## config.mk

```make
export PLATFORM = sky130hd
export DESIGN_NAME = cfc_frame_codec
export DESIGN_NICKNAME = d
export VERILOG_FILES = /design/src/logic/cfc_frame_codec.v /design/src/logic/cfc_page_store.v
export VERILOG_INCLUDE_DIRS = /design/src /design/src/logic
export SDC_FILE = /design/constraint.sdc
export NUM_CORES = 1
export LEC_CHECK = 0
export BUFFER_PORTS_ARGS = -buffer_cell sky130_fd_sc_hd__buf_4
export CAP_MARGIN = 5
export CORE_ASPECT_RATIO = 2
export CORE_MARGIN = 3
export CORE_UTILIZATION = 36
export CTS_CLUSTER_DIAMETER = 200
export DETAILED_ROUTE_END_ITERATION = 8
export PLACE_DENSITY = 0.49
export SLEW_MARGIN = 40
export SYNTH_ARGS = -nofsm -noshare
export SYNTH_HDL_FRONTEND = slang
export SYNTH_SLANG_ARGS = --single-unit
```

## constraint.sdc

```tcl
create_clock -name sys_clk -period 3.61 [get_ports sys_clk]
set_input_delay 0.1805 -clock sys_clk [delete_from_list [all_inputs] [get_ports sys_clk]]
set_output_delay 0.1805 -clock sys_clk [all_outputs]
set_load 0.01 [all_outputs]
```

## src/logic/cfc_consts.vh

```
// Constants for the contactless frame codec and its page store.
// Overview of operation
// - Every frame in either direction opens with one start bit.
// - Each byte is followed by an odd parity bit, checked on reception.
// - Bytes go least significant bit first, lowest address byte first.
// - Received frames up to 163 bits (16 data bytes plus CRC) are accepted.
// - Sent frames stay within 307 bits: at most 32 data bytes plus CRC.
// - Multi-byte parameters travel least significant byte first.
// - Memory replies send page bytes 0 to 3, then following pages alike.
// - Both directions run at 106 kbit/s derived from the 13.56 MHz carrier.
// - A 16-bit CRC guards each frame; frames failing any check are rejected.
// - The store holds 14 pages of four bytes, 448 bits in all.
// - Store split: 80 bits maker data, 16 lock bits, 32 OTP, 320 user.
`ifndef CFC_CONSTS_VH
`define CFC_CONSTS_VH

// Link timing.
`define CFC_CARRIER_KHZ 13560
`define CFC_BIT_DIV 128
`define CFC_BIT_RATE_KBPS 106

// Frame limits.
`define CFC_RX_MAX_BITS 8'hA3
`define CFC_RX_MAX_BYTES 18
`define CFC_TX_MAX_DATA 6'h20
`define CFC_TX_MAX_BITS 307
`define CFC_CRC_BYTES 5'h02
`define CFC_BITS_PER_BYTE 9
`define CFC_START_BIT_VAL 1'b1

// CRC_A.
`define CFC_CRC_PRESET 16'h6363
`define CFC_CRC_POLY 16'h8408

// Page store layout.
`define CFC_PAGES 4'hE
`define CFC_PAGE_BYTES 4
`define CFC_MFR_FIRST_PAGE 4'h0
`define CFC_MFR_BYTES 10
`define CFC_LOCK_PAGE 4'h2
`define CFC_LOCK_BYTE_LO 2
`define CFC_OTP_PAGE 4'h3
`define CFC_USER_FIRST_PAGE 4'h4
`define CFC_USER_LAST_PAGE 4'hD

`endif

```

## src/logic/cfc_frame_codec.v

```verilog
// Card-side frame builder and checker for the contactless link, with its page store.
`timescale 1ns/1ps
`default_nettype none
`include "cfc_consts.vh"

module cfc_frame_codec (
	// Clock and reset.
	input wire sys_clk,
	input wire rst,
	// Link pins, demodulated bit stream and bit clock from the carrier.
	input wire link_clk,
	input wire link_rx_frame,
	input wire link_rx_data,
	output reg link_tx_data_q,
	output reg link_tx_en_q,
	// Received payload, replayed after all checks pass.
	output reg rx_byte_valid_q,
	output reg [7:0] rx_byte_q,
	output reg rx_last_q,
	// Response request: send pages starting at a page.
	input wire tx_start,
	input wire [3:0] tx_first_page,
	input wire [5:0] tx_len,
	output reg tx_busy_q,
	// Page write port.
	input wire wr_en,
	input wire [3:0] wr_page,
	input wire [31:0] wr_data
);

	localparam [3:0] TX_IDLE = 4'b0001;
	localparam [3:0] TX_START = 4'b0010;
	localparam [3:0] TX_DATA = 4'b0100;
	localparam [3:0] TX_CRC = 4'b1000;

	// Advance CRC_A by one byte, bits taken least significant first.
	function [15:0] crc_a_byte;
		input [15:0] crc;
		input [7:0] data;
		integer i;
		reg [15:0] c;
		begin
			c = crc;
			for (i = 0; i < 8; i = i + 1) begin
				if (c[0] ^ data[i]) begin
					c = (c >> 1) ^ `CFC_CRC_POLY;
				end else begin
					c = c >> 1;
				end
			end
			crc_a_byte = c;
		end
	endfunction

	// Two-flop synchronisers for the link pins, a third stage for edges.
	reg clk_s1_q, clk_s2_q, clk_s3_q;
	reg frm_s1_q, frm_s2_q, frm_s3_q;
	reg dat_s1_q, dat_s2_q;
	wire bit_rise;
	wire frm_rise;
	wire frm_fall;

	always @(posedge sys_clk) begin
		if (rst) begin
			clk_s1_q <= 1'b0;
			clk_s2_q <= 1'b0;
			clk_s3_q <= 1'b0;
			frm_s1_q <= 1'b0;
			frm_s2_q <= 1'b0;
			frm_s3_q <= 1'b0;
			dat_s1_q <= 1'b0;
			dat_s2_q <= 1'b0;
		end else begin
			clk_s1_q <= link_clk;
			clk_s2_q <= clk_s1_q;
			clk_s3_q <= clk_s2_q;
			frm_s1_q <= link_rx_frame;
			frm_s2_q <= frm_s1_q;
			frm_s3_q <= frm_s2_q;
			dat_s1_q <= link_rx_data;
			dat_s2_q <= dat_s1_q;
		end
	end

	// Each rising bit clock edge is one bit at the carrier-derived rate.
	assign bit_rise = clk_s2_q & ~clk_s3_q;
	assign frm_rise = frm_s2_q & ~frm_s3_q;
	assign frm_fall = ~frm_s2_q & frm_s3_q;

	// Receive path state.
	reg [7:0] rx_bits_q;
	reg [3:0] rx_pos_q;
	reg [4:0] rx_nbytes_q;
	reg [7:0] rx_sh_q;
	reg [15:0] rx_crc_q;
	reg rx_err_q;
	reg [7:0] rx_buf [0:`CFC_RX_MAX_BYTES-1];
	reg rx_replay_q;
	reg [4:0] rx_rd_q;
	reg [4:0] rx_plen_q;
	wire rx_ok;

	// The frame passes only with whole bytes, a data byte, good parity and CRC residue zero.
	assign rx_ok = !rx_err_q && (rx_pos_q == 4'h0) &&
		(rx_nbytes_q > 5'd2) && (rx_crc_q == 16'h0000);

	// Bit collection and checking while the frame strobe is high.
	always @(posedge sys_clk) begin
		if (rst) begin
			rx_bits_q <= 8'h00;
			rx_pos_q <= 4'h0;
			rx_nbytes_q <= 5'h00;
			rx_sh_q <= 8'h00;
			rx_crc_q <= `CFC_CRC_PRESET;
			rx_err_q <= 1'b0;
		end else if (frm_rise) begin
			rx_bits_q <= 8'h00;
			rx_pos_q <= 4'h0;
			rx_nbytes_q <= 5'h00;
			rx_crc_q <= `CFC_CRC_PRESET;
			rx_err_q <= 1'b0;
		end else if (frm_s2_q && bit_rise && !tx_busy_q) begin
			if (rx_bits_q < 8'hFF) begin
				rx_bits_q <= rx_bits_q + 8'h01;
			end
			if (rx_bits_q >= `CFC_RX_MAX_BITS) begin
				rx_err_q <= 1'b1;
			end else if (rx_bits_q == 8'h00) begin
				if (dat_s2_q != `CFC_START_BIT_VAL) begin
					rx_err_q <= 1'b1;
				end
			end else if (rx_pos_q < 4'h8) begin
				rx_sh_q <= {dat_s2_q, rx_sh_q[7:1]};
				rx_pos_q <= rx_pos_q + 4'h1;
			end else begin
				if (dat_s2_q != ~^rx_sh_q) begin
					rx_err_q <= 1'b1;
				end
				rx_buf[rx_nbytes_q] <= rx_sh_q;
				rx_crc_q <= crc_a_byte(rx_crc_q, rx_sh_q);
				rx_nbytes_q <= rx_nbytes_q + 5'h01;
				rx_pos_q <= 4'h0;
			end
		end
	end

	// Replay of an accepted payload, CRC bytes stripped; rejected frames vanish.
	always @(posedge sys_clk) begin
		if (rst) begin
			rx_replay_q <= 1'b0;
			rx_rd_q <= 5'h00;
			rx_plen_q <= 5'h00;
			rx_byte_valid_q <= 1'b0;
			rx_byte_q <= 8'h00;
			rx_last_q <= 1'b0;
		end else begin
			rx_byte_valid_q <= 1'b0;
			rx_last_q <= 1'b0;
			if (frm_fall && rx_ok) begin
				rx_replay_q <= 1'b1;
				rx_rd_q <= 5'h00;
				rx_plen_q <= rx_nbytes_q - `CFC_CRC_BYTES;
			end else if (rx_replay_q) begin
				rx_byte_valid_q <= 1'b1;
				rx_byte_q <= rx_buf[rx_rd_q];
				rx_last_q <= (rx_rd_q == rx_plen_q - 5'h01);
				rx_rd_q <= rx_rd_q + 5'h01;
				if (rx_rd_q == rx_plen_q - 5'h01) begin
					rx_replay_q <= 1'b0;
				end
			end
		end
	end

	// Transmit path state.
	reg [3:0] tx_st_q;
	reg [3:0] tx_page_q;
	reg [5:0] tx_len_q;
	reg [5:0] tx_idx_q;
	reg [3:0] tx_pos_q;
	reg [15:0] tx_crc_q;
	wire [31:0] page_word;
	wire [3:0] rd_page;
	reg [7:0] tx_byte;

	// Page of the byte now on the wire; the store answers well within one bit.
	assign rd_page = tx_page_q + {2'b00, tx_idx_q[3:2]} + {tx_idx_q[5:4], 2'b00};

	cfc_page_store u_store (
		.sys_clk(sys_clk),
		.rst(rst),
		.wr_en(wr_en),
		.wr_page(wr_page),
		.wr_data(wr_data),
		.rd_page(rd_page),
		.rd_data_q(page_word)
	);

	// Byte on the wire: page byte 0 first, then CRC low byte, then high byte.
	always @* begin
		tx_byte = 8'h00;
		if (tx_st_q == TX_CRC) begin
			tx_byte = tx_idx_q[0] ? tx_crc_q[15:8] : tx_crc_q[7:0];
		end else begin
			case (tx_idx_q[1:0])
				2'b00: tx_byte = page_word[7:0];
				2'b01: tx_byte = page_word[15:8];
				2'b10: tx_byte = page_word[23:16];
				default: tx_byte = page_word[31:24];
			endcase
		end
	end

	// Frame sequencer, one bit per rising bit clock edge.
	always @(posedge sys_clk) begin
		if (rst) begin
			tx_st_q <= TX_IDLE;
			tx_page_q <= 4'h0;
			tx_len_q <= 6'h00;
			tx_idx_q <= 6'h00;
			tx_pos_q <= 4'h0;
			tx_crc_q <= `CFC_CRC_PRESET;
			link_tx_data_q <= 1'b0;
			link_tx_en_q <= 1'b0;
			tx_busy_q <= 1'b0;
		end else begin
			case (tx_st_q)
				TX_IDLE: begin
					link_tx_en_q <= 1'b0;
					link_tx_data_q <= 1'b0;
					if (tx_start && !frm_s2_q && (tx_len != 6'h00) &&
						(tx_len <= `CFC_TX_MAX_DATA)) begin
						tx_st_q <= TX_START;
						tx_page_q <= tx_first_page;
						tx_len_q <= tx_len;
						tx_idx_q <= 6'h00;
						tx_pos_q <= 4'h0;
						tx_crc_q <= `CFC_CRC_PRESET;
						tx_busy_q <= 1'b1;
					end
				end
				TX_START: begin
					if (bit_rise) begin
						link_tx_en_q <= 1'b1;
						link_tx_data_q <= `CFC_START_BIT_VAL;
						tx_st_q <= TX_DATA;
					end
				end
				TX_DATA, TX_CRC: begin
					if (bit_rise) begin
						if (tx_pos_q < 4'h8) begin
							link_tx_data_q <= tx_byte[tx_pos_q[2:0]];
							tx_pos_q <= tx_pos_q + 4'h1;
						end else if (tx_pos_q == 4'h8) begin
							link_tx_data_q <= ~^tx_byte;
							tx_pos_q <= 4'h0;
							tx_idx_q <= tx_idx_q + 6'h01;
							if (tx_st_q == TX_DATA) begin
								tx_crc_q <= crc_a_byte(tx_crc_q, tx_byte);
								if (tx_idx_q == tx_len_q - 6'h01) begin
									tx_st_q <= TX_CRC;
									tx_idx_q <= 6'h00;
								end
							end else if (tx_idx_q[0]) begin
								tx_pos_q <= 4'h9;
							end
						end else begin
							link_tx_en_q <= 1'b0;
							link_tx_data_q <= 1'b0;
							tx_busy_q <= 1'b0;
							tx_st_q <= TX_IDLE;
						end
					end
				end
				default: begin
					tx_st_q <= TX_IDLE;
				end
			endcase
		end
	end

endmodule // cfc_frame_codec
`default_nettype wire

```

## src/logic/cfc_page_store.v

```verilog
// Page-organised store of 14 four-byte pages with a registered read port.
`timescale 1ns/1ps
`default_nettype none
`include "cfc_consts.vh"

module cfc_page_store (
	// Clock and reset.
	input wire sys_clk,
	input wire rst,
	// Page write port.
	input wire wr_en,
	input wire [3:0] wr_page,
	input wire [31:0] wr_data,
	// Page read port.
	input wire [3:0] rd_page,
	output reg [31:0] rd_data_q
);

	// Pages 0-1 and byte 0-1 of page 2 hold maker data, bytes 2-3 of page 2 lock bits,
	// page 3 the OTP word and pages 4 to 13 user memory; byte 0 sits in bits 7:0.
	reg [31:0] mem [0:`CFC_PAGES-1];

	// Writes beyond the last page are ignored.
	always @(posedge sys_clk) begin
		if (wr_en && (wr_page < `CFC_PAGES)) begin
			mem[wr_page] <= wr_data;
		end
	end

	// Reads of absent pages return zero.
	always @(posedge sys_clk) begin
		if (rst) begin
			rd_data_q <= 32'h0000_0000;
		end else if (rd_page < `CFC_PAGES) begin
			rd_data_q <= mem[rd_page];
		end else begin
			rd_data_q <= 32'h0000_0000;
		end
	end

endmodule // cfc_page_store
`default_nettype wire
```

## Word-level counts from Yosys, hierarchy flattened

Memory sizes are Yosys's and may differ from the RTL's. A register that Yosys moved wholly into a read port is not among the register bits.
Index checks and enable logic that the tools add are counted.

- Memory bits (read-only): 0
- Register bits: 106
- Output and inout port bits: 13
- Memories: 2
- RAM bits: 592
- Latch bits: 0

Memory list:

| memory | depth | width | read ports | clocked after Yosys merged registers in | write ports | line | text |
|---|---|---|---|---|---|---|---|
| u_store.mem | 14 | 32 | 1 | 1 | 1 | cfc_page_store.v:21 | `` reg [31:0] mem [0:`CFC_PAGES-1]; `` |
| rx_buf | 18 | 8 | 1 | 1 | 1 | cfc_frame_codec.v:97 | `` reg [7:0] rx_buf [0:`CFC_RX_MAX_BYTES-1]; `` |

- Shifts and indexed selects: 0
- Div/mod/pow operators: 0
- Mux-type cells: 163
- $mul: 0
- Add/subtract/negate cells: 11
- Magnitude comparators: 9
- Equality and inequality tests: 22
- Bitwise gates (word level): 45
- Reduce and logical (&&, ||, !) cells: 42

Operator list:

| cell | number |
|---|---|
| 16-bit two-way mux | 105 |
| 4-bit two-way mux | 14 |
| 2-bit inverter with 3-bit output | 16 |
| 6-bit two-way mux | 6 |
| 16-bit case mux with 2 select lines | 1 |
| 1-bit two-way mux | 27 |
| 8-bit case mux with 3 select lines | 1 |
| 5-bit AND reduction | 4 |
| 16-bit logical NOT | 1 |
| 4-bit less-than comparator (second input constant) | 4 |
| 8-bit two-way mux | 2 |
| 8-bit XNOR reduction | 2 |
| 1-bit bitwise XOR | 16 |
| 3-bit inequality test (second input constant) | 5 |
| 2-bit inequality test (second input constant) | 7 |
| 4-bit case mux with 3 select lines | 1 |
| 6-bit case mux with 2 select lines | 1 |
| 4-bit AND reduction | 3 |
| 6-bit AND reduction | 2 |
| 5-bit by 1-bit adder with 5-bit output (second input constant) | 2 |
| 1-bit logical AND | 10 |
| 1-bit inverter | 10 |
| 4-bit by 1-bit adder with 4-bit output (second input constant) | 2 |
| 8-bit by 1-bit adder with 8-bit output (second input constant) | 1 |
| 36 further kinds | 49 |

## Depth between registers and ports, before layout

Gate-level depths: netlist of run 1.

- Depth in word-level cells: 66
- Depth in mapped cells: 12
- Depth with buffers taken out: 9

## Modules after synthesis

From an unflattened synthesis of run 1, not the netlist that was laid out.

- Cell total of the unflattened synthesis: 1881
- Area total of the unflattened synthesis: 30103.9 um^2

Modules (own cells, without submodules):

| module | times used | cells an instance | sequential area each (um^2) | area an instance (um^2) |
|---|---|---|---|---|
| cfc_page_store | 1 | 913 | 14093.5 | 18362.6 |
| cfc_frame_codec | 1 | 968 | 6606.3 | 11741.3 |

## Least setup slack after synthesis of run 1

OpenSTA, ideal clock, no wires.

- Path kind: input -> register
- Start: in wr_page[3]
- End: mem u_store.mem[0][0], enable pin
- Path slack: 0.249 ns
- Library setup time: 0.461 ns
- Path buffers: 0
- Required time: 3.149 ns
- Data arrival time: 2.900 ns
- Stages on the path: 2
- Path through: or3b_2 nor3_1

- Word-level cells in the longest chain between the ends: 4

RTL lines:

| item | line | text |
|---|---|---|
| from (decl) | cfc_frame_codec.v:27 | `input wire [3:0] wr_page,` |
| 4-bit less-than comparator (no source line) | - |  |
| 1-bit logical AND | cfc_page_store.v:25 | `` if (wr_en && (wr_page < `CFC_PAGES)) begin `` |
| 1-bit two-way mux | cfc_page_store.v:25 |  |
| 1-bit two-way mux (not written as such) | cfc_page_store.v:26 | `mem[wr_page] <= wr_data;` |
| to (decl) | cfc_page_store.v:21 |  |

Parallel ways exist; a longest one is shown, timed or not.

## Worst setup path in the final report of run 1

- Start: reg tx_idx_q[0]
- End: reg tx_crc_q[9]

- Word-level cells in the longest chain between the ends: 53
- Elaborated cells between the ends (all ways): 58
- Classes of those cells: 2 x eq/ne; 51 x mux; 4 x bitwise; 1 x reduce/logical

RTL lines:

| item | line | text |
|---|---|---|
| from (decl) | cfc_frame_codec.v:179 | `reg [5:0] tx_idx_q;` |
| from (signal assigned) | cfc_frame_codec.v:257 | `tx_idx_q <= tx_idx_q + 6'h01;` |
| 2-bit == test (tied with other cells) | cfc_frame_codec.v:205 | `case (tx_idx_q[1:0])` |
| 8-bit case mux with 3 select lines | cfc_frame_codec.v:205 |  |
| 8-bit two-way mux (*) | cfc_frame_codec.v:202 | `if (tx_st_q == TX_CRC) begin` |
| 1-bit bitwise XOR | cfc_frame_codec.v:45 | `if (c[0] ^ data[i]) begin` |
| 16-bit two-way mux | cfc_frame_codec.v:45 |  |
| 16-bit two-way mux | cfc_frame_codec.v:258 | `if (tx_st_q == TX_DATA) begin` |
| 16-bit two-way mux | cfc_frame_codec.v:254 | `end else if (tx_pos_q == 4'h8) begin` |
| 16-bit two-way mux | cfc_frame_codec.v:251 | `if (tx_pos_q < 4'h8) begin` |
| [37 not listed] | - |  |
| 16-bit two-way mux (*) | cfc_frame_codec.v:227 | `case (tx_st_q)` |
| 16-bit two-way mux (*) | cfc_frame_codec.v:216 | `if (rst) begin` |
| 16-bit two-way mux (*) | cfc_frame_codec.v:45 |  |
| 16-bit two-way mux (*) | cfc_frame_codec.v:258 |  |
| 16-bit two-way mux (*) | cfc_frame_codec.v:254 |  |
| 16-bit two-way mux (*) | cfc_frame_codec.v:251 |  |
| 16-bit two-way mux (*) | cfc_frame_codec.v:250 | `if (bit_rise) begin` |
| 16-bit case mux with 2 select lines (*) | cfc_frame_codec.v:227 |  |
| to (signal assigned) | cfc_frame_codec.v:222 | `` tx_crc_q <= `CFC_CRC_PRESET; `` |
| to (signal assigned) | cfc_frame_codec.v:238 | `` tx_crc_q <= `CFC_CRC_PRESET; `` |
| to (signal assigned) | cfc_frame_codec.v:259 | `tx_crc_q <= crc_a_byte(tx_crc_q, tx_byte);` |
| to (decl) | cfc_frame_codec.v:181 | `reg [15:0] tx_crc_q;` |

Mark *: on every way between the ends. The rest lies on a longest branch, timed or not. The select of a mux whose other input is x is not followed.
A chain may end at the register's enable or synchronous reset.

==> results of run 1 <==
## stage by stage
| stage | area (µm²) | std cells |
|---|---|---|
| finish | 35010 | 3079 |
| global placement | 31970 | 2892 |
| floorplan | 29700 | 1800 |
| CTS | 35010 | 3079 |
| global route | 35010 | 3079 |
| detailed placement | 31970 | 2892 |
## path summary, 6_finish.rpt
| kind | to | slack (ns) | cells after the start |
|---|---|---|---|
| setup / recovery | tx_crc_q[9] | 0.40 | 9 |
| setup reg to reg | tx_crc_q[9] | 0.40 | 9 |
| hold / removal | tx_st_q[0] | 0.08 | 6 |
| hold reg to reg | dat_s2_q | 0.45 | 1 |
## power groups by stage
stage,clock network [W],registers (W),logic (W)
5_1_grt,0.00842,0.00937,0.000929
4_1_cts,0.00809,0.00937,0.000875
2_1_floorplan,0,0.00951,0.000499
6_report,0.00788,0.00937,0.000853
3_5_place_dp,0,0.00956,0.000820
3_3_place_gp,0,0.00955,0.000806
## cells in the final DEF, fill, tap and decap left out, types with 5 or more instances in the layout
master / Yosys / final
xnor2_1: 49 / 48
mux2i_1: 106 / 106
xor2_1: 47 / 46
a21oi_1: 44 / 44
o21ai_0: 9 / 8
a31oi_2: 5 / 5
bufinv_16: 0 / 11
o211ai_1: 9 / 9
nand3_1: 19 / 19
nand2_1: 64 / 64
dfxtp_1: 146 / 142
buf_4: 1 / 135
clkbuf_1: 72 / 14
clkinv_1: 0 / 7
ha_1: 22 / 21
clkinv_2: 0 / 10
nand2b_1: 15 / 15
nor3_1: 26 / 22
buf_12: 0 / 10
edfxtp_1: 592 / 592
nor2_1: 174 / 164
mux4_2: 137 / 137
nor2_4: 1 / 11
o21a_1: 5 / 5
or3_1: 5 / 5
nor2b_1: 14 / 14
a22oi_1: 8 / 8
o21ai_1: 15 / 16
nand4_1: 11 / 11
clkbuf_16: 0 / 72
nand3b_1: 5 / 5
inv_1: 26 / 26
a211oi_1: 77 / 77
dlygate4sd3_1: 0 / 58
## critical path, delay by kind of cell (launching register included)
kind	cells	cell delay, ns
AO/OA/AOI/OAI	3	1.00
buffers and inverters	1	0.14
adder cells (fa/ha/maj)	1	0.42
XOR/XNOR	3	0.89
multiplexers	1	0.14
flip-flops	1	0.50
## area by class of cell
| class | instances | area share (%) |
|---|---|---|
| Inverter | 26 | 0.2788 |
| Multi-Input combinational cell | 933 | 24.68 |
| Clock buffer | 90 | 5.454 |
| Clock inverter | 39 | 1.565 |
| Timing Repair Buffer | 203 | 5.125 |
| Tap cell | 1050 | 3.753 |
| Sequential cell | 738 | 59.14 |
## cells by family (layout without fill, tap and decap cells)
group / Yosys count / count (layout) / share of synthesized area (%)
simple gates: 366 / 366 / 5.810
compound gates: 203 / 203 / 4.858
mux: 244 / 244 / 14.00
buf+inv: 129 / 358 / 1.748
fa+ha+maj: 23 / 23 / 0.9943
xor+xnor: 97 / 97 / 2.886
flops: 738 / 738 / 69.70
## per-layer routing
layer	up-vias	wire length [µm]	track usage, %
li1	7312	-	-
met1	8305	26450	18.15
met2	288	44810	36.27
met3	100	2193	2.344
met4	0	2005	5.999
met5	-	0	0
## repair_timing
action	CTS	global route
hold buffers	58	0
endpoints found under the hold margin	468	0
resized for setup	0	0
## sequential cells by signal, indices dropped and copies added (netlist names), 8 cells and up
name / count
rx_crc_q: 16
rx_buf: 144
u_store.rd_data_q: 32
tx_crc_q: 16
rx_byte_q: 8
rx_bits_q: 8
u_store.mem: 448
rx_sh_q: 8
==> flow_summary.ini, run 1 <==
[yosys]
async_reset_ff_share_pct = 0
yosysSeqAreaShare_pct = 69.70
syn_nets = 1876
synthTopCellsByArea = edfxtp_1 (60%), mux4_2 (10%), dfxtp_1 (9.8%), mux2i_1 (3.6%), nor2_1 (2.2%)
syn_inst = 1800
syn_area_per_cell_um2 = 16.50
yosys.area.top_type = edfxtp_1
synth_common_cells = edfxtp_1 (592), nor2_1 (174), dfxtp_1 (146), mux4_2 (137), mux2i_1 (106)
yosysMostFrequentCell = edfxtp_1
synth_top_area_share_pct = 59.86
yosys_warnings = 0
synth_edf_count = 592
netlist_area_um2 = 29700
ys_seq_elements = 738
yosysUniqueCellTypes = 72
synth-main-ff-cell = edfxtp_1

[layout]
drive_gt1_share_pct = 21.54
areaGrowthSynthToFinish_pct = 17.88
regArea_um2 = 20700
antennaDiodeCount = 0
multi_input_area_um2 = 8640
fin_util_pct = 42.87
fillers = 7163
nNetsFinal = 2049

[power_and_ir_drop]
finalPower_w = 0.01810
p_per_area_nw_per_um2 = 517.1
pwr-share-seq_pct = 51.7
p_switching_w = 0.003846
netSwitchingFraction_pct = 21.25
ir_worst_vdd_mv = 0.3931
cellInternalPower_w = 0.01426
leakage_nw = 11.58
share_comb_of_total_power_pct = 4.7
clockPowerShare_pct = 43.5

[timing]
fin_ws_ns = 0.3983
whs_ns = 0.07528
finalHoldViolations = 0
period_share_pct = 88.97
maxSlewViolCount = 0
grt_setup_unrepaired = false
tightest_slew_ns = 0.7534
min_period_ns = 3.212
fmax_ghz = 0.3114
slew_headroom_pct = 49.50
clock_skew_ns = 0.02191
final-setup-viol-count = 0
final.setup.tns_ns = 0

[place]
dp_hpwl_mm = 49.69
place_ws_ns = 0.2986
port_buffers = 65
gp_congestion = 0.7758

[setup_path]
worst-path-max-fanout = 8
cp-startpoint = tx_idx_q[0]
crit_path_end_kind = flop
crit_path_start_kind = flop
timing.rr.start = tx_idx_q[0]
arrival_ns = 3.74
worstSetupPathType = reg -> reg
cp.required_ns = 4.14
cpMostUsedCell = xor2_1
worst_path_max_delay_cell = dfxtp_1
path_cells = inv_1, ha_1, a222oi_1, mux2i_1, o21ai_1, xor2_1, xnor2_1, xor2_1, o32a_1
max_stage_delay_ns = 0.50

[clock_network]
cts_buffers = 71
cts_setup_buffers = 0
clock-sinks = 738
insertion_delay_ns = 0.65
clock_path_buffers = 3
cts.clk_slew.worst_paths_ns = 0.06
htree_levels = 3
clock-root-buffer = clkbuf_16
cts_tree = done

[run_status]
status = finished clean

[job]
drv_cap = 0

[global_routing]
grt_pass1_vias = 17231
grt_max_degree = 66
grt_pass1_wl_mm = 113.4
grt-ovfl-total = 0
grt_usage_pct = 17.77
antenna_found_initial = 0

[floorplan]
fp.dieH_um = 412.2
dieArea_um2 = 86180
core_area_um2 = 81660
die_w_um = 209.1
start_util_pct = 36.37
io_pins = 66
row_count = 148

[detailed_routing]
drc_errors = 0
drt-initial-drc-count = 925
drtPass1Iterations = 5
viasPerCell = 5.198
wl_mm = 75.46
ant_nets = 0
wl_per_cell_um = 24.51
vias = 16005

[hold_path]
worstHoldPathType = in -> reg
worstHoldStart = tx_start
(Power assumes the default switching activity.)
==> inputs of run 2 (changes only) <==
--- a/config.mk
+++ b/config.mk
@@ -9,8 +9,8 @@
 export BUFFER_PORTS_ARGS = -buffer_cell sky130_fd_sc_hd__buf_4
 export CAP_MARGIN = 5
 export CORE_ASPECT_RATIO = 2
-export CORE_MARGIN = 3
 export CORE_UTILIZATION = 36
+export CTS_BUF_LIST = sky130_fd_sc_hd__clkbuf_2
 export CTS_CLUSTER_DIAMETER = 200
 export DETAILED_ROUTE_END_ITERATION = 8
 export PLACE_DENSITY = 0.49
==> constraint.sdc (replaced) <==
create_clock -name sys_clk -period 3.61 [get_ports sys_clk]
set_input_delay 0.361 -clock sys_clk [delete_from_list [all_inputs] [get_ports sys_clk]]
set_output_delay 0.361 -clock sys_clk [all_outputs]
set_load 0.01 [all_outputs]
==> flow_summary.ini, run 2 (synthesized netlist as in run 1, its figures left out) <==
[run_status]
status = finished clean

[global_routing]
grt_usage_pct = 18.82
antenna_found_initial = 1
grt.busiest_layer = met2
grt_pass1_vias = 18247
use_met2_pct = 36.51
grt_pass1_wl_mm = 113.9
grt_max_degree = 65
grt.met1_usage_pct = 18.70
grt-ovfl-total = 0
met3_usage_pct = 2.737

[clock_network]
clock-root-buffer = clkbuf_2
clock-sinks = 738
cts_resized = 0
htree_levels = 4
cts_tree = done
cts.clk_slew.worst_paths_ns = 0.12
clock_path_buffers = 3
cts_hold_buf = 117
cts_buffers = 163
cts_setup_buffers = 0
insertion_delay_ns = 1.31

[power_and_ir_drop]
leakage_nw = 11.74
ir_worst_vdd_mv = 0.2432
p_per_area_nw_per_um2 = 451.3

[timing]
grt_setup_unrepaired = false
clock_skew_ns = 0.08425
slew_headroom_pct = 44.27
final-setup-viol-count = 0
tightest_slew_ns = 0.8348
maxSlewViolCount = 0
min_period_ns = 3.474
period_share_pct = 96.23
fmax_ghz = 0.2879
finalHoldViolations = 0
final.setup.tns_ns = 0

[setup_path]
worstSetupPathType = reg -> reg
cpMostUsedCell = dlygate4sd3_1
path_cells = or4b_4, or4_1, buf_4, mux2i_1, dlygate4sd3_1, nor2_1, dlygate4sd3_1
worst-path-max-fanout = 12
crit_path_end_kind = flop
worst_path_max_delay_cell = or4_1
crit_path_start_kind = flop
max_stage_delay_ns = 0.73
cp.required_ns = 4.82
arrival_ns = 4.68

[layout]
final_area_um2 = 34660
nNetsFinal = 2193
drive_gt1_share_pct = 25.92
stdcell_count = 3300
final_cell_mix = edfxtp_1 (592), clkbuf_2 (244), nor2_1 (163)
biggestRegsByFlops = u_store.mem: 448 flops, rx_buf: 144 flops, u_store.rd_data_q: 32 flops
areaGrowthSynthToFinish_pct = 16.70
top_register = u_store.mem
final_common_cell = edfxtp_1
largest_register_ffs = 448

[place]
gp_congestion = 0.8159
port_buffers = 65
dp.cells = 2885
place_area_um2 = 31930
dp_hpwl_mm = 47.17

[detailed_routing]
drtPass1Iterations = 5
wl_per_cell_um = 23.15
ant_nets = 0
drc_errors = 0
vias = 16833
viasPerCell = 5.101
drt-initial-drc-count = 804
wl_mm = 76.41

[floorplan]
dieArea_um2 = 83710
fp.dieH_um = 408.2
io_pins = 66
start_util_pct = 36.45
die_w_um = 205.1
row_count = 148
core_area_um2 = 81480

[job]
drv_cap = 0

[hold_path]
worstHoldPathType = in -> reg
[run 2: routing by layer]
layer | wire length (µm) | share of wire (%)
met1 | 26620 | 35
met2 | 44080 | 58
met3 | 2371 | 3.1
met4 | 3338 | 4.4
met5 | 0 | 0
[run 2: final timing paths]
check        startpoint            to  slack, ns  depth (start not counted)
max          tx_st_q[0]  tx_page_q[3]       0.14                          7
min           tx_len[4]    tx_st_q[0]       0.23                          7
max reg2reg  tx_st_q[0]  tx_page_q[3]       0.14                          7
min reg2reg    clk_s1_q      clk_s2_q       0.45                          1
[run 2: power by group]
group	switching (W)	internal (W)	leakage (nW)	total, W
clock network	0.00327	0.00210	1.16	0.00537
logic	0.000487	0.000417	4.00	0.000904
registers	0.0000802	0.00929	6.57	0.00937
total	0.00384	0.0118	11.7	0.0156
[run 2: final cells by class]
class / count / area [µm²]
multi-input cells: 933 / 8642
well taps: 1050 / 1314
clock buffers: 244 / 1221
fillers: 7564 / 46820
clock inverters: 53 / 327.8
flip-flops and latches: 738 / 20710
diodes: 1 / 2.502
inverters: 26 / 97.59
repair buffers: 255 / 2345
[run 2: per-stage QoR]
stage | total power [W] | util, % | setup WS [ns] | hold WS, ns
floorplan | 0.01001 | - | 0.06829 | 0.4138
global route | 0.01636 | 42.53 | 0.007014 | 0.1564
CTS | 0.01596 | 42.53 | 0.1751 | 0.007823
finish | 0.01564 | 42.53 | 0.1363 | 0.2317
global placement | 0.01036 | 39.18 | 0.6208 | 0.4363
detailed placement | 0.01038 | 39.19 | 0.6116 | 0.4560
[run 2: worst max-delay path, delay by kind of cell, from the launching register on]
family                 cells  cell delay [ns]
DFF                        1             0.56
buffers and inverters      3             1.39
and+or+nand+nor            3             1.35
muxes                      1             0.14
==> inputs of run 3 (changes only) <==
--- a/config.mk
+++ b/config.mk
@@ -6,7 +6,7 @@
 export SDC_FILE = /design/constraint.sdc
 export NUM_CORES = 1
 export LEC_CHECK = 0
-export BUFFER_PORTS_ARGS = -buffer_cell sky130_fd_sc_hd__buf_4
+export BUFFER_PORTS_ARGS = -buffer_cell sky130_fd_sc_hd__buf_2
 export CAP_MARGIN = 5
 export CORE_ASPECT_RATIO = 2
 export CORE_UTILIZATION = 36
@@ -14,6 +14,7 @@
 export CTS_CLUSTER_DIAMETER = 200
 export DETAILED_ROUTE_END_ITERATION = 8
 export PLACE_DENSITY = 0.49
+export RECOVER_POWER = 25
 export SLEW_MARGIN = 40
 export SYNTH_ARGS = -nofsm -noshare
 export SYNTH_HDL_FRONTEND = slang
==> flow_summary.ini, run 3 (synthesized netlist as in run 1, its figures left out) <==
[global_routing]
grt_usage_pct = 18.47
antenna_found_initial = 5
grt-ovfl-total = 0
grt_pass1_wl_mm = 112.2
grt_pass1_vias = 18299
grt_max_degree = 70

[timing]
clock_skew_ns = 0.1043
period_share_pct = 95.48
whs_ns = 0.1598
grt_setup_unrepaired = false
final-setup-viol-count = 0
final.setup.tns_ns = 0
maxSlewViolCount = 0
slew_headroom_pct = 44.83
fmax_ghz = 0.2901
tightest_slew_ns = 0.8264
finalHoldViolations = 0
min_period_ns = 3.447

[setup_path]
crit_path_end_kind = flop
r2r_cells = 7
crit_path_start_kind = flop
worst-path-max-fanout = 12
max_stage_delay_ns = 0.67
cpMostUsedCell = dlygate4sd3_1
worst_path_max_delay_cell = or4_4
path_cells = or4b_4, or4_4, buf_4, mux2i_1, dlygate4sd3_1, nor2_1, dlygate4sd3_1
worstSetupPathType = reg -> reg
arrival_ns = 4.66
cp.required_ns = 4.82

[power_and_ir_drop]
ir_worst_vdd_mv = 0.2696
p_switching_w = 0.003887
netSwitchingFraction_pct = 24.88
share_comb_of_total_power_pct = 5.6
clockPowerShare_pct = 34.4
leakage_nw = 11.75
p_per_area_nw_per_um2 = 451.9
cellInternalPower_w = 0.01173
pwr-share-seq_pct = 60.0

[clock_network]
cts_buffers = 167
cts.clk_slew.worst_paths_ns = 0.10
cts_tree = done
clock_path_buffers = 3
clock-root-buffer = clkbuf_2
htree_levels = 4
cts_setup_buffers = 0
clock-sinks = 738
insertion_delay_ns = 1.34

[hold_path]
worstHoldPathType = in -> reg
holdPathStages = 5

[layout]
drive_gt1_share_pct = 25.56
areaGrowthSynthToFinish_pct = 16.39
final_common_cell = edfxtp_1
largest_register_ffs = 448
final_cell_mix = edfxtp_1 (592), clkbuf_2 (240), nor2_1 (164)
biggestRegsByFlops = u_store.mem: 448 flops, rx_buf: 144 flops, u_store.rd_data_q: 32 flops
top_register = u_store.mem
nNetsFinal = 2203

[detailed_routing]
viasPerCell = 5.068
wl_per_cell_um = 22.57
route.met3.wl_mm = 2.270
met1Wirelength_mm = 26.16
route.met2.wl_mm = 42.87
drc_errors = 0
vias = 16770
ant_nets = 0
drt-initial-drc-count = 818
wl_mm = 74.67
top_layer = met5
drtPass1Iterations = 5

[place]
port_buffers = 65
gp_congestion = 0.8275
dp_hpwl_mm = 46.08

[run_status]
status = finished clean

[floorplan]
io_pins = 66
row_count = 148
start_util_pct = 36.45
core_area_um2 = 81480
fp.dieH_um = 408.2
die_w_um = 205.1
dieArea_um2 = 83710

[job]
drv_cap = 0
## run 3: cell count changes in the layout (fill, tap and decap cells not counted), moves of 4 or more
cell / previous run / this run
clkinv_2: 2 / 7
clkbuf_2: 244 / 240
clkbuf_1: 0 / 6
buf_2: 0 / 59
dlygate4sd3_1: 117 / 123
buf_4: 127 / 62
## run 3: worst paths after layout
path	start	to	slack (ns)
min reg2reg	clk_s1_q	clk_s2_q	0.45
max	tx_st_q[0]	tx_len_q[4]	0.16
min	tx_start	tx_st_q[1]	0.16
max reg2reg	tx_st_q[0]	tx_len_q[4]	0.16
## run 3: routing by layer
metal | global-route usage, % | vias up
li1 | - | 7762
met1 | 18.22 | 8495
met2 | 35.62 | 343
met3 | 3.248 | 164
met4 | 9.770 | 6
met5 | 0 | -
## run 3: power by group through the flow
stage               registers [W]  logic [W]  clock network (W)
floorplan                 0.00951   0.000499                  0
global placement          0.00956   0.000776                  0
detailed placement        0.00957   0.000788                  0
CTS                       0.00937   0.000898            0.00566
global route              0.00938   0.000959            0.00602
finish                    0.00937   0.000880            0.00537
## run 3: repair_timing
action                                  CTS  global route
setup endpoints to repair                 0             5
endpoints found under the hold margin  1081             0
gates resized for setup                   0             1
hold buffers                            123             0
## run 3: metrics by stage
stage / power [W] / util, % / area, µm² / cells / setup slack [ns]
2_1_floorplan: 0.01001 / - / 29700 / 1800 / 0.06829
3_3_place_gp: 0.01034 / 38.98 / 31760 / 2885 / 0.5858
3_5_place_dp: 0.01036 / 38.98 / 31760 / 2885 / 0.5421
4_1_cts: 0.01593 / 42.42 / 34560 / 3307 / 0.02252
5_1_grt: 0.01636 / 42.42 / 34560 / 3309 / 0.05042
6_report: 0.01562 / 42.42 / 34560 / 3309 / 0.1631
## run 3: critical path, delay by kind of cell, from the launching register on
| kind | cells | cell delay (ns) |
|---|---|---|
| flip-flops | 1 | 0.55 |
| buffers and inverters | 3 | 1.43 |
| AND/OR/NAND/NOR | 3 | 1.28 |
| multiplexers | 1 | 0.15 |
## run 3: area by class of cell
class,count,area [µm²]
multi-input combinational,933,8643
sequential,738,20700
antenna,2,5.005
tap,1050,1314
clock inverter,59,365.4
clock buffer,240,1201
fill,7498,46910
inverter,26,97.59
timing repair buffer,261,2235
